==> config.mk <==
export PLATFORM = sky130hd
export DESIGN_NAME = fpr_top
export DESIGN_NICKNAME = d
export VERILOG_FILES = /design/src/logic/fpr_pkg.sv /design/src/logic/fpr_sync_if.sv /design/src/logic/fpr_sync.sv /design/src/logic/fpr_scope.sv /design/src/logic/fpr_top.sv
export VERILOG_INCLUDE_DIRS = /design/src /design/src/logic
export SDC_FILE = /design/constraint.sdc
export NUM_CORES = 1
export LEC_CHECK = 0
export ABC_AREA = 1
export BUFFER_PORTS_ARGS = -buffer_cell sky130_fd_sc_hd__buf_4
export CAP_MARGIN = 10
export CORE_ASPECT_RATIO = 0.7
export CORE_MARGIN = 2
export CORE_UTILIZATION = 35
export CTS_CLUSTER_SIZE = 25
export DETAILED_ROUTE_END_ITERATION = 12
export HOLD_SLACK_MARGIN = 0.15
export PLACE_DENSITY = 0.56
export SYNTH_ARGS = -nofsm -noshare
export SYNTH_HDL_FRONTEND = slang
export SYNTH_SLANG_ARGS = --single-unit
==> constraint.sdc <==
create_clock -name clk_sys_in -period 0.8 [get_ports clk_sys_in]
set_input_delay 0.08 -clock clk_sys_in [delete_from_list [all_inputs] [get_ports clk_sys_in]]
set_output_delay 0.08 -clock clk_sys_in [all_outputs]
set_load 0.01 [all_outputs]
==> src/logic/fpr_consts.svh <==
// constants for the fault protection and reporting block
// assumes one 100 MHz system clock; no bus, all controls are ports
`ifndef FPR_CONSTS_SVH
`define FPR_CONSTS_SVH
`define FPR_CFG_BRIDGE 2'h0
`define FPR_CFG_PARALLEL 2'h2
`define FPR_CFG_SINGLE 2'h3
`define FPR_NUM_HB 4
`define FPR_SYNC_STAGES 3
`define FPR_HB_AB 4'h3
`define FPR_HB_CD 4'hc
`define FPR_HB_ALL 4'hf
`endif

==> src/logic/fpr_pkg.sv <==
// types for the fault protection and reporting block
// assumes fpr_consts.svh is available on the include path
`default_nettype none
package fpr_pkg;
	typedef enum logic [1:0] {
		fpr_cfg_bridge_t_v = 2'h0,
		fpr_cfg_unused_v = 2'h1,
		fpr_cfg_parallel_v = 2'h2,
		fpr_cfg_single_v = 2'h3
	} fpr_cfg_t;
	typedef enum logic [1:0] {
		fpr_st_normal = 2'b00,
		fpr_st_latched = 2'b01,
		fpr_st_auto = 2'b10
	} fpr_state_t;
endpackage
`default_nettype wire

==> src/logic/fpr_sync_if.sv <==
// carries synchronised fault flags from the synchroniser to the top
// assumes both ends run on the same system clock
`timescale 1ns/1ns
`default_nettype none
interface fpr_sync_if;
	logic [3:0] overload;
	logic [3:0] boot_uv;
	logic thermal_err;
	logic thermal_warn;
	logic under_volt;
	modport src (output overload, boot_uv, thermal_err, thermal_warn,
		under_volt);
	modport dst (input overload, boot_uv, thermal_err, thermal_warn,
		under_volt);
endinterface
`default_nettype wire

==> src/logic/fpr_sync.sv <==
// three-flop synchroniser for the asynchronous detector flags
// assumes detector levels are stable for several clock periods
`timescale 1ns/1ns
`default_nettype none
module fpr_sync (
	input wire logic clk_sys_in, // system clock
	input wire logic rst_n_in, // async reset, active low
	input wire logic [11:0] raw_in, // raw detector flags
	fpr_sync_if.src sync_out // filtered flags
);
	logic [11:0] s1;
	logic [11:0] s2;
	logic [11:0] s3;
	logic [11:0] held;

	always_ff @(posedge clk_sys_in or negedge rst_n_in) begin
		if (!rst_n_in) begin
			s1 <= 12'h000;
			s2 <= 12'h000;
			s3 <= 12'h000;
		end else begin
			s1 <= raw_in;
			s2 <= s1;
			s3 <= s2;
		end
	end

	// a change counts only once stages two and three agree
	always_ff @(posedge clk_sys_in or negedge rst_n_in) begin
		if (!rst_n_in) begin
			held <= 12'h000;
		end else begin
			for (int i = 0; i < 12; i++) begin
				if (s2[i] == s3[i]) begin
					held[i] <= s3[i];
				end
			end
		end
	end

	assign sync_out.overload = held[3:0];
	assign sync_out.boot_uv = held[7:4];
	assign sync_out.thermal_err = held[8];
	assign sync_out.thermal_warn = held[9];
	assign sync_out.under_volt = held[10];
endmodule
`default_nettype wire

==> src/logic/fpr_scope.sv <==
// maps per-half-bridge faults to the set of half-bridges shut down
// assumes configuration is static while switching
`timescale 1ns/1ns
`default_nettype none
`include "fpr_consts.svh"
module fpr_scope (
	input wire logic [1:0] cfg_in, // output configuration
	input wire logic [3:0] err_in, // local error per half-bridge
	output logic [3:0] off_out // half-bridges to force off
);
	always_comb begin
		off_out = 4'h0;
		if (cfg_in == `FPR_CFG_PARALLEL) begin
			if (|err_in) begin
				off_out = `FPR_HB_ALL;
			end
		end else begin
			if (|err_in[1:0]) begin
				off_out = off_out | `FPR_HB_AB;
			end
			if (|err_in[3:2]) begin
				off_out = off_out | `FPR_HB_CD;
			end
		end
	end
endmodule
`default_nettype wire

==> src/logic/fpr_top.sv <==
// fault protection and error reporting for a four half-bridge stage
// assumes detector flags are asynchronous levels, active high
`timescale 1ns/1ns
`default_nettype none
`include "fpr_consts.svh"
module fpr_top (
	input wire logic clk_sys_in, // system clock 100 MHz
	input wire logic rst_n_in, // reset, also clears latches
	input wire logic [1:0] output_config_in, // configuration select
	input wire logic [3:0] overload_protection_in, // overload per hb
	input wire logic [3:0] boot_uv_in, // bootstrap undervoltage per hb
	input wire logic thermal_shutdown_error_in, // above error temp
	input wire logic thermal_warn_in, // above warning temp
	input wire logic clip_in, // clipping detected
	input wire logic undervoltage_protection_in, // supply low
	output logic [3:0] hb_hiz_out, // 1 forces half-bridge to hi-z
	output logic fault_n_out, // shutdown fault indicator, low active
	output logic clip_thermal_warn_n_out, // clip/warning, low active
	output logic fault_oe_n_out, // open-drain enable, low drives
	output logic warn_oe_n_out // open-drain enable, low drives
);
	fpr_sync_if sy ();
	logic [3:0] ol_latched;
	logic te_latched;
	logic [3:0] scope_err;
	logic [3:0] scope_off;
	logic [3:0] next_hiz;
	logic next_fault;
	logic next_warn;
	logic clip_s1;
	logic clip_s2;
	logic clip_s3;
	logic clip_sync;
	logic [1:0] cfg_s1;
	logic [1:0] cfg_s2;
	logic [1:0] cfg_s3;
	logic [1:0] cfg_sync;
	fpr_pkg::fpr_state_t state;
	fpr_pkg::fpr_state_t next_state;

	fpr_sync u_sync (
		.clk_sys_in(clk_sys_in),
		.rst_n_in(rst_n_in),
		.raw_in({1'b0, undervoltage_protection_in, thermal_warn_in,
			thermal_shutdown_error_in, boot_uv_in,
			overload_protection_in}),
		.sync_out(sy)
	);

	always_ff @(posedge clk_sys_in or negedge rst_n_in) begin
		if (!rst_n_in) begin
			clip_s1 <= 1'b0;
			clip_s2 <= 1'b0;
			clip_s3 <= 1'b0;
			clip_sync <= 1'b0;
		end else begin
			clip_s1 <= clip_in;
			clip_s2 <= clip_s1;
			clip_s3 <= clip_s2;
			if (clip_s2 == clip_s3) begin
				clip_sync <= clip_s3;
			end
		end
	end

	// sync config pin; a strap may move at any time
	// same filter as the fault flags so scope and faults line up in time
	always_ff @(posedge clk_sys_in or negedge rst_n_in) begin
		if (!rst_n_in) begin
			cfg_s1 <= `FPR_CFG_BRIDGE;
			cfg_s2 <= `FPR_CFG_BRIDGE;
			cfg_s3 <= `FPR_CFG_BRIDGE;
			cfg_sync <= `FPR_CFG_BRIDGE;
		end else begin
			cfg_s1 <= output_config_in;
			cfg_s2 <= cfg_s1;
			cfg_s3 <= cfg_s2;
			if (cfg_s2 == cfg_s3) begin
				cfg_sync <= cfg_s3;
			end
		end
	end

	// overload never self-clears; only reset releases it
	always_ff @(posedge clk_sys_in or negedge rst_n_in) begin
		if (!rst_n_in) begin
			ol_latched <= 4'h0;
		end else begin
			ol_latched <= ol_latched | sy.overload;
		end
	end

	// thermal error latch
	// only the reset pin clears it; a cooled die stays off on purpose
	always_ff @(posedge clk_sys_in or negedge rst_n_in) begin
		if (!rst_n_in) begin
			te_latched <= 1'b0;
		end else if (sy.thermal_err) begin
			te_latched <= 1'b1;
		end
	end

	// config selects scope; unused code 01 treated as bridge
	// bootstrap undervoltage kept out of the scope map
	// live overload joins the latch so the first cycle is not lost
	assign scope_err = ol_latched | sy.overload;

	fpr_scope u_scope (
		.cfg_in(cfg_sync),
		.err_in(scope_err),
		.off_out(scope_off)
	);

	// undervoltage clears as soon as the supply recovers
	// undervoltage acts on all four half-bridges and never latches
	always_comb begin
		next_hiz = scope_off;
		if (te_latched || sy.thermal_err || sy.under_volt) begin
			next_hiz = `FPR_HB_ALL;
		end
		next_hiz = next_hiz | sy.boot_uv;
	end

	// bootstrap alone never drives the indicator
	always_comb begin
		next_fault = 1'b1;
		if ((|scope_err) || te_latched || sy.thermal_err ||
			sy.under_volt) begin
			next_fault = 1'b0;
		end
	end

	// warning independent of fault
	// clipping shares the pin, self clearing
	always_comb begin
		next_warn = ~(sy.thermal_warn | clip_sync);
	end

	// recovery mode tracker; latched is left only through reset
	always_comb begin
		case (state)
			fpr_pkg::fpr_st_normal: begin
				if (|ol_latched || te_latched) begin
					next_state = fpr_pkg::fpr_st_latched;
				end else if (!next_fault) begin
					next_state = fpr_pkg::fpr_st_auto;
				end else begin
					next_state = fpr_pkg::fpr_st_normal;
				end
			end
			fpr_pkg::fpr_st_auto: begin
				if (|ol_latched || te_latched) begin
					next_state = fpr_pkg::fpr_st_latched;
				end else if (next_fault) begin
					next_state = fpr_pkg::fpr_st_normal;
				end else begin
					next_state = fpr_pkg::fpr_st_auto;
				end
			end
			fpr_pkg::fpr_st_latched: begin
				next_state = fpr_pkg::fpr_st_latched;
			end
			default: begin
				next_state = fpr_pkg::fpr_st_normal;
			end
		endcase
	end

	always_ff @(posedge clk_sys_in or negedge rst_n_in) begin
		if (!rst_n_in) begin
			state <= fpr_pkg::fpr_st_normal;
		end else begin
			state <= next_state;
		end
	end

	// open-drain pair, enable low while pulling low
	// pair encoding
	// enables mirror the levels so a released pin floats to its pull-up
	always_ff @(posedge clk_sys_in or negedge rst_n_in) begin
		if (!rst_n_in) begin
			hb_hiz_out <= `FPR_HB_ALL;
			fault_n_out <= 1'b1;
			fault_oe_n_out <= 1'b1;
			clip_thermal_warn_n_out <= 1'b1;
			warn_oe_n_out <= 1'b1;
		end else begin
			hb_hiz_out <= next_hiz;
			fault_n_out <= next_fault;
			fault_oe_n_out <= next_fault;
			clip_thermal_warn_n_out <= next_warn;
			warn_oe_n_out <= next_warn;
		end
	end

	// properties sample one edge after the synchronised flags they watch
	// fault must follow an undervoltage or thermal error shutdown one cycle later
	fault_follow_a: assert property (@(posedge clk_sys_in)
		disable iff (!rst_n_in)
		(sy.under_volt || sy.thermal_err) |=> !fault_n_out)
		else $error("fault indicator not low on shutdown");

	te_latch_a: assert property (@(posedge clk_sys_in)
		disable iff (!rst_n_in)
		te_latched |=> te_latched && !fault_n_out && hb_hiz_out == 4'hf)
		else $error("thermal latch lost before reset");

	ol_hold_a: assert property (@(posedge clk_sys_in)
		disable iff (!rst_n_in)
		(ol_latched[0] && cfg_sync != 2'h2) |=>
		hb_hiz_out[1:0] == 2'h3)
		else $error("overload output released");

	par_all_a: assert property (@(posedge clk_sys_in)
		disable iff (!rst_n_in)
		(cfg_sync == 2'h2 && $stable(cfg_sync) &&
		(|scope_err)) |=> hb_hiz_out == 4'hf)
		else $error("parallel scope not all four");

	warn_pin_a: assert property (@(posedge clk_sys_in)
		disable iff (!rst_n_in)
		sy.thermal_warn |=> !clip_thermal_warn_n_out)
		else $error("warning indicator not low");

	boot_only_a: assert property (@(posedge clk_sys_in)
		disable iff (!rst_n_in)
		(sy.boot_uv[2] && !sy.under_volt && !sy.thermal_err &&
		!te_latched && scope_err == 4'h0) |=>
		fault_n_out && hb_hiz_out == (4'h4 | (4'hb & $past(sy.boot_uv))))
		else $error("bootstrap undervoltage spread");

	uv_recover_a: assert property (@(posedge clk_sys_in)
		disable iff (!rst_n_in)
		(!sy.under_volt && !sy.thermal_err && !te_latched &&
		scope_err == 4'h0) |=> fault_n_out)
		else $error("no automatic recovery");

	oe_match_a: assert property (@(posedge clk_sys_in)
		disable iff (!rst_n_in)
		fault_oe_n_out == fault_n_out &&
		warn_oe_n_out == clip_thermal_warn_n_out)
		else $error("open-drain enable mismatch");

	latched_state_a: assert property (@(posedge clk_sys_in)
		disable iff (!rst_n_in)
		state == fpr_pkg::fpr_st_latched |-> !fault_n_out)
		else $error("latched state but fault high");

	// reset must release the fault pin even while a fault stands
	reset_fault_a: assert property (@(posedge clk_sys_in)
		!rst_n_in |=> fault_n_out)
		else $error("fault indicator low during reset");

	warn_clear_a: assert property (@(posedge clk_sys_in)
		disable iff (!rst_n_in)
		(!sy.thermal_warn && !clip_sync) |=> clip_thermal_warn_n_out)
		else $error("warning indicator low without cause");

	uv_all_a: assert property (@(posedge clk_sys_in)
		disable iff (!rst_n_in)
		sy.under_volt |=> hb_hiz_out == 4'hf)
		else $error("undervoltage left a half-bridge on");

	cd_pair_a: assert property (@(posedge clk_sys_in)
		disable iff (!rst_n_in)
		(ol_latched[2] && cfg_sync != 2'h2) |=>
		hb_hiz_out[3:2] == 2'h3)
		else $error("overload on C did not stop C and D");

	ol_keep_a: assert property (@(posedge clk_sys_in)
		disable iff (!rst_n_in)
		(|ol_latched) |=>
		(ol_latched & $past(ol_latched)) == $past(ol_latched))
		else $error("overload latch cleared without reset");

	// a flag may only rise after two agreeing raw samples
	sync_delay_a: assert property (@(posedge clk_sys_in)
		disable iff (!rst_n_in)
		$rose(sy.under_volt) |->
		$past(undervoltage_protection_in, 3) &&
		$past(undervoltage_protection_in, 4))
		else $error("undervoltage flag rose too early");
endmodule
`default_nettype wire

Word-level counts from Yosys, hierarchy flattened
Cells that the tools add are included.
{ "classes": {"eq_ne": 14, "n_reduce_logical": 8, "mux": 6, "bitwise": 4} }
{ "ops": {"columns": ["op", "n"], "rows": [
  ["$mux 4", 4],
  ["$eq 1x1->1", 12],
  ["$or 4x4->4", 2],
  ["$logic_or 1x1->1", 5],
  ["$reduce_or 2->1", 2],
  ["$reduce_or 4->1", 1],
  ["$eq 2x2->1", 1],
  ["$eq 2x2->1 const B", 1],
  ["$mux 2", 1],
  ["$mux 1", 1],
  ["$not 1->1", 1],
  ["$or 1x1->1", 1]
]} }
{ "totals": {"regBits": 67, "inputBits": 16} }

Longest topological paths before layout
Gate-level depths: netlist of run 1.
{ "logic_depth": {"ltp_word": 7, "ltp_mapped": 6, "ltp_nobuf": 6} }

Cells and area by module
A second synthesis of run 1 with hierarchy kept.
{ "unflattened": {"cells_unflattened": 175, "area_unflattened_um2": 2147.1} }
{ "by_module_without_submodules": {"columns": ["module", "cells_per_inst", "n_inst", "area_per_inst_um2", "seq_area_each_um2"], "rows": [
  ["fpr_sync", 88, 1, 1280.0, 1101.1],
  ["fpr_top", 71, 1, 797.0, 583.1],
  ["fpr_scope", 16, 1, 70.1, 0.0]
]} }

Least setup slack after synthesis of run 1
No wires, ideal clock.
{ "synth_timing": {"path_type": "flip-flop to flip-flop", "from": "register u_sync.held[1] (netlist name)", "to": "register u_sync.held[1]", "arrival_time_ns": 0.723, "setup_slack_ns": -0.054, "setup_ns": 0.131, "period_less_slack_ns": 0.854, "path_buffers": 0, "path_stages_with_launch": 2, "cell_sequence": "dfrtp_1 > maj3_1"} }
{ "synth_lines": {"columns": ["element", "line", "source"], "rows": [
  ["to (signal, indexed assignment)", "fpr_sync.sv:35", "held[i] <= s3[i];"],
  ["to (decl)", "fpr_sync.sv:14", "logic [11:0] held;"]
]} }

==> flow_summary.ini, run 1 <==
[yosys]
synth.avg_cell_area_um2 = 16.06
ys_ff_latch = 67
synth-simple-area-share_pct = 8.764
synth_area_um2 = 2056
synth_compound_area_share_pct = 0
synthMuxAreaShare_pct = 0
synth-xor-area-share_pct = 0
ys_seq_area_share_pct = 81.92
syn_inst = 128
synth.distinct_cells = 13
synth_top_family_by_area = simple AND/OR/NAND/NOR gates
yosys_warnings = 0
synthAdderAreaFrac_pct = 5.843
synth_top_area_share_pct = 74.25
syn_nets = 144
synthTopCellsByArea = dfrtp_1 74%, dfstp_2 7.7%, maj3_1 5.8%, inv_1 2.7%, nand2_1 2.6%
yosysTopAreaCell = dfrtp_1

[job]
drv_cap = 0

[cells_and_area]
multi_input_area_um2 = 366.6
post-route-util_pct = 50.33
seq_area_um2 = 1684
mostFrequentLayoutCells = 61 x dfrtp_1, 30 x buf_4, 15 x dlygate4sd3_1
fillers = 494
num-nets-final = 203
areaGrowthSynthToFinish_pct = 39.50
drive_gt1_share_pct = 46.35
n_antenna_cell = 0
mostFrequentLayoutCell = dfrtp_1

[setup_path]
arrival_ns = 0.99
end_kind = output port
critPathBufInv = 1
worstPathRequired_ns = 0.72
path_cells = buf_4
cp_top_family = flip-flops
critical_path_class = flip-flop to output port
slowest_stage = dfstp_2
reg2reg_from = ol_latched[2]
worstPathMaxFanout = 2
critPathLaunch = clip_thermal_warn_n_out
slowest_delay_ns = 0.53
startpoint_type = flip-flop

[pwr]
total_power_mw = 7.177
cellPowerDensity_nw_per_um2 = 2503
power.leakage_nw = 1.318
ir_worst_vdd_v = 0.001259

[global_routing]
grt_pass1_wl_um = 5299
grt_overflow = 0
antenna_found_initial = 0
grt_pass1_vias = 1132
grt_max_degree = 27
gr-usage-all-layers_pct = 11.88

[sta]
drv_slew = 0
fmax_mhz = 938.9
setup_viol = 22
fin_crit_sh_pct = 133.1
fin_crit_ns = 1.065
tightest_slew_ns = 0.3608
rsz0062_at_grt = yes
max-slew-margin-rel_pct = 75.95
fin_ws_ns = -0.2651
hold_violations = 0
skew_ns = 0.005071

[min_path]
min_path_type = input port to asynchronous set/reset pin

[drt]
vias = 1065
first_pass_iters = 4
ant_nets = 0
drt-total-wl_um = 3190
drt-wirelength-per-cell_um = 11.95
routed_via_density = 3.989
drt_iter0_drc = 31
drc = 0

[placed_design]
io_buffers = 23
dpl.hpwl_um = 2027
finalWeightedCongestion = 0.6795

[floorplanning]
io_pins = 24
fp.dieH_um = 68.12
die_area_um2 = 6512
core_area_um2 = 5698
rows = 23
initial_core_util_pct = 36.08
die_w_um = 95.60

[clocking]
cts_root_buffer = clkbuf_8
cts_tree = built
cts_sinks = 67
clockBufferDepth = 2
clkTransAtPathRegs_ns = 0.07
ctsHtreeMaxLevel = 3
cts_inserted_buffers = 9
clk_latency_ns = 0.34

[run_status]
status = finished with violations
failed_checks = negative setup slack
[layer usage]
metal,global-route usage (%),wire length (um),vias to the layer above
li1,-,-,511
met1,13.66,1374,518
met2,17.48,1549,30
met3,7.379,211,6
met4,5.893,55,0
met5,0,0,-
[Yosys cell counts]
library cell / instances
nor2_4: 2
inv_1: 15
dfstp_2: 6
nand3b_4: 1
nor2_1: 2
nor3_2: 1
nor2_2: 4
buf_4: 2
nand2_1: 14
nand2_2: 2
dfrtp_1: 61
maj3_1: 12
nand3_1: 6
[layout make-up]
class,count,share of cell area [%]
well taps,75,3.272
clock buffers,10,4.799
inverters,15,1.963
repair buffers,50,15.36
clock inverters,6,3.098
multi-input cells,44,12.78
flip-flops and latches,67,58.73
[power breakdown]
part	internal, mW	switching [mW]
Clock	1.84	1.22
Sequential	3.58	0.107
Combinational	0.245	0.185
[flip-flops by register name (all words and copies together) (netlist names), 4 cells and up]
name         cells
u_sync.held     11
u_sync.s1       11
u_sync.s2       11
u_sync.s3       11
hb_hiz_out       4
ol_latched       4
[per-stage QoR]
step	cells	area [um2]	hold WS, ns	setup TNS (ns)	setup slack [ns]
after floorplan	128	2071	-0.2156	-0.06800	-0.01611
after global placement	228	2365	0.01585	-0.4403	-0.08533
after detailed placement	228	2365	0.02260	-0.6839	-0.1121
after CTS	264	2806	0.1870	-3.092	-0.2936
after global routing	267	2868	0.2096	-3.855	-0.3145
final	267	2868	0.1953	-2.815	-0.2651
[worst register-to-register path, delay by kind of cell (launching register included)]
kind / cells / cell delay (ns)
DFF: 1 / 0.37
and+or+nand+nor: 4 / 0.48
[logic make-up (layout without fill, tap and decap cells)]
family / after synthesis / in the layout
and+or+nand+nor: 32 / 32
buffers and inverters: 17 / 81
DFF: 67 / 67
adders and majority gates: 12 / 12
[final timing paths]
check | to | slack (ns) | cells after the start
setup reg to reg | hb_hiz_out[2] | -0.12 | 4
min in group clk_sys_in | u_sync.s2[10] | 0.35 | 0
setup / recovery | warn_oe_n_out | -0.27 | 1
max in group asynchronous | u_sync.s3[9] | 0.15 | 3
hold / removal | clip_s1 | 0.20 | 2
hold reg to reg | u_sync.s2[10] | 0.35 | 0
[repair_timing]
action                                  in CTS  in global routing
gates resized for setup                      8                 10
pin swaps                                   17                 12
buffers inserted                             5                  3
endpoints found under the hold margin       81                  0
endpoints found under the setup margin      27                 27
hold buffers                                15                  0
(Power assumes the default switching activity.)
==> run 2, diff against run 1 <==
--- a/config.mk
+++ b/config.mk
@@ -6,7 +6,6 @@
 export SDC_FILE = /design/constraint.sdc
 export NUM_CORES = 1
 export LEC_CHECK = 0
-export ABC_AREA = 1
 export BUFFER_PORTS_ARGS = -buffer_cell sky130_fd_sc_hd__buf_4
 export CAP_MARGIN = 10
 export CORE_ASPECT_RATIO = 0.7
@@ -15,7 +14,7 @@
 export CTS_CLUSTER_SIZE = 25
 export DETAILED_ROUTE_END_ITERATION = 12
 export HOLD_SLACK_MARGIN = 0.15
-export PLACE_DENSITY = 0.56
+export PLACE_DENSITY = 0.57
 export SYNTH_ARGS = -nofsm -noshare
 export SYNTH_HDL_FRONTEND = slang
 export SYNTH_SLANG_ARGS = --single-unit
==> run 2 against run 1 <==
  * The run still ends with negative setup slack left
  * Sequential power barely moved
  * Synthesized area down 3.7%
  * Critical endpoint is now hb_hiz_out[3]
  * Critical path type is now flip-flop to flip-flop
  * Synthesized cell count is 17% lower
==> flow_summary.ini, run 2 <==
[run_status]
status = finished with violations
failed_checks = negative setup slack

[clocking]
cts_inserted_buffers = 9
ctsHtreeMaxLevel = 3
clk_latency_ns = 0.33
cts_tree = built
cts_sinks = 67
cts_root_buffer = clkbuf_8
clockBufferDepth = 2
clkTransAtPathRegs_ns = 0.06

[yosys]
ys_seq_area_share_pct = 85.08
ys_ff_latch = 67
synth.most_common_cell = dfrtp_1
synthTopCellsByArea = dfrtp_1 77%, dfstp_2 8.0%, maj3_1 6.1%, or2_2 1.6%, or3_1 1.3%
yosys_warnings = 0
synth_area_um2 = 1979
synth_top_area_share_pct = 77.12
synth.distinct_cells = 16
syn_inst = 106
syn_nets = 122
async_reset_ff_share_pct = 100.0
netlist_top_cells_count = 61 x dfrtp_1, 12 x maj3_1, 6 x dfstp_2, 5 x or2_2, 4 x or3_1
synth_ff_type = dfrtp_1
yosysTopAreaCell = dfrtp_1
synth.avg_cell_area_um2 = 18.67
synth-edff-count = 0

[pwr]
p_clk_share_pct = 37.9
p_sw_mw = 1.374
power.leakage_nw = 1.244
ir_worst_vdd_v = 0.001589
p_seq_share_pct = 54.8
pwr-share-comb_pct = 7.3
swShare_pct = 20.37
p_int_mw = 5.373
cellPowerDensity_nw_per_um2 = 2389
total_power_mw = 6.747

[setup_path]
cpMostUsedCell = or3_4
reg2reg_from = u_sync.held[8]
reg2reg_to = hb_hiz_out[3]
slowest_stage = dfrtp_1
slowest_delay_ns = 0.40
worstPathMaxFanout = 3
startpoint_type = flip-flop
rr_worst_depth = 3
path_cells = or3_4, or3_4, or3_1
cp_top_family = simple AND/OR/NAND/NOR gates
end_kind = flip-flop
arrival_ns = 1.79
critical_path_class = flip-flop to flip-flop
worstPathRequired_ns = 1.05
rrSetupSlack_ns = -0.74
critPathBufInv = 0

[sta]
fin_crit_sh_pct = 192.9
fmax_mhz = 648.1
hold_violations = 0
drv_slew = 0
setup_viol = 29
rsz0062_at_grt = yes
fin_hold_ws_ns = 0.1651
fin_crit_ns = 1.543
tightest_slew_ns = 0.2512
skew_ns = 0.003085
max-slew-margin-rel_pct = 83.26
fin_ws_ns = -0.7430

[drt]
first_pass_iters = 3
drt-total-wl_um = 2839
drt_iter0_drc = 45
drt-wirelength-per-cell_um = 11.40
routed_via_density = 4.225
ant_nets = 0
drc = 0
vias = 1052

[placed_design]
dp_cells = 210
dp_slack_ns = -0.6958
io_buffers = 23
place_area_um2 = 2347
finalWeightedCongestion = 0.6576

[cells_and_area]
mostFrequentLayoutCell = dfrtp_1
areaGrowthSynthToFinish_pct = 42.67
mostFrequentLayoutCells = 61 x dfrtp_1, 25 x buf_4, 16 x buf_6
drive_gt1_share_pct = 46.89
final_cells = 249
num-nets-final = 188
fin_area_um2 = 2824
n_antenna_cell = 0
fillers = 467

[global_routing]
grt_pass1_vias = 1146
grt_pass1_wl_um = 4981
antenna_found_initial = 0
grt_max_degree = 40
grt_overflow = 0
gr-usage-all-layers_pct = 11.00

[floorplanning]
initial_core_util_pct = 37.07
core_area_um2 = 5340
fp.dieH_um = 66.92
die_w_um = 93.89
io_pins = 24
rows = 22
die_area_um2 = 6283

[min_path]
min_path_type = input port to asynchronous set/reset pin

[job]
drv_cap = 0
run 2: cell count changes after synthesis, sizes merged, moves of 2 or more:
cell | previous run | this run
or2 | 0 | 5
or4 | 0 | 3
or3 | 0 | 4
nand3 | 6 | 0
nand2 | 16 | 2
inv | 15 | 1
o21ai | 0 | 2
o31ai | 0 | 2
nor2 | 8 | 2
xor2 | 0 | 2
run 2: through the flow:
stage | setup TNS [ns] | utilization, %
floorplan | -3.135 | -
global placement | -4.492 | 43.96
detailed placement | -4.778 | 43.96
CTS | -7.063 | 52.06
global route | -8.117 | 52.88
finish | -6.964 | 52.88
run 2: cells by family (layout without fill, tap and decap cells):
family / count (synthesis) / in the layout / share of synthesized area [%]
xor+xnor: 2 / 2 / 0.8851
simple gates: 17 / 17 / 5.247
flops: 67 / 67 / 85.08
compound gates: 5 / 5 / 1.770
buf+inv: 3 / 74 / 0.9478
fa+ha+maj: 12 / 12 / 6.069
run 2: power by group through the flow:
stage	clock network, mW	registers [mW]	logic, mW
final	2.56	3.70	0.492
after global routing	2.86	3.72	0.547
after CTS	2.67	3.70	0.482
after detailed placement	0	3.75	0.377
after global placement	0	3.75	0.357
after floorplan	0	3.73	0.138
run 2: worst max path at each step:
stage / to / start / cells past startpoint
after floorplan: hb_hiz_out[2] / ol_latched[1] / 3
after global placement: hb_hiz_out[2] / ol_latched[1] / 3
after detailed placement: hb_hiz_out[2] / ol_latched[1] / 3
after CTS: hb_hiz_out[2] / ol_latched[1] / 3
after global routing: hb_hiz_out[3] / u_sync.held[8] / 3
final: hb_hiz_out[3] / u_sync.held[8] / 3
run 2: area by class of cell:
class                           instances  area (um2)  area share, %
Clock inverter                          1       5.005         0.1772
Tap cell                               72       90.09          3.190
Timing Repair Buffer                   57       538.0          19.05
Sequential cell                        67        1684          59.64
Clock buffer                           15       186.4          6.602
Inverter                                1       3.754         0.1329
Multi-Input combinational cell         36       316.6          11.21
run 2: layer usage:
layer	GRT usage, %	part of all wire, %
met2	17.14	49
met4	3.804	1.1
met5	0	0
met1	12.20	43
met3	7.240	6.5
run 2: what timing repair did:
action	CTS	global route
setup buffers	6	5
hold endpoints to repair	81	0
setup endpoints to repair	30	30
cloned	0	0
hold buffers	15	0
resized for setup	15	6
pin swaps	8	5
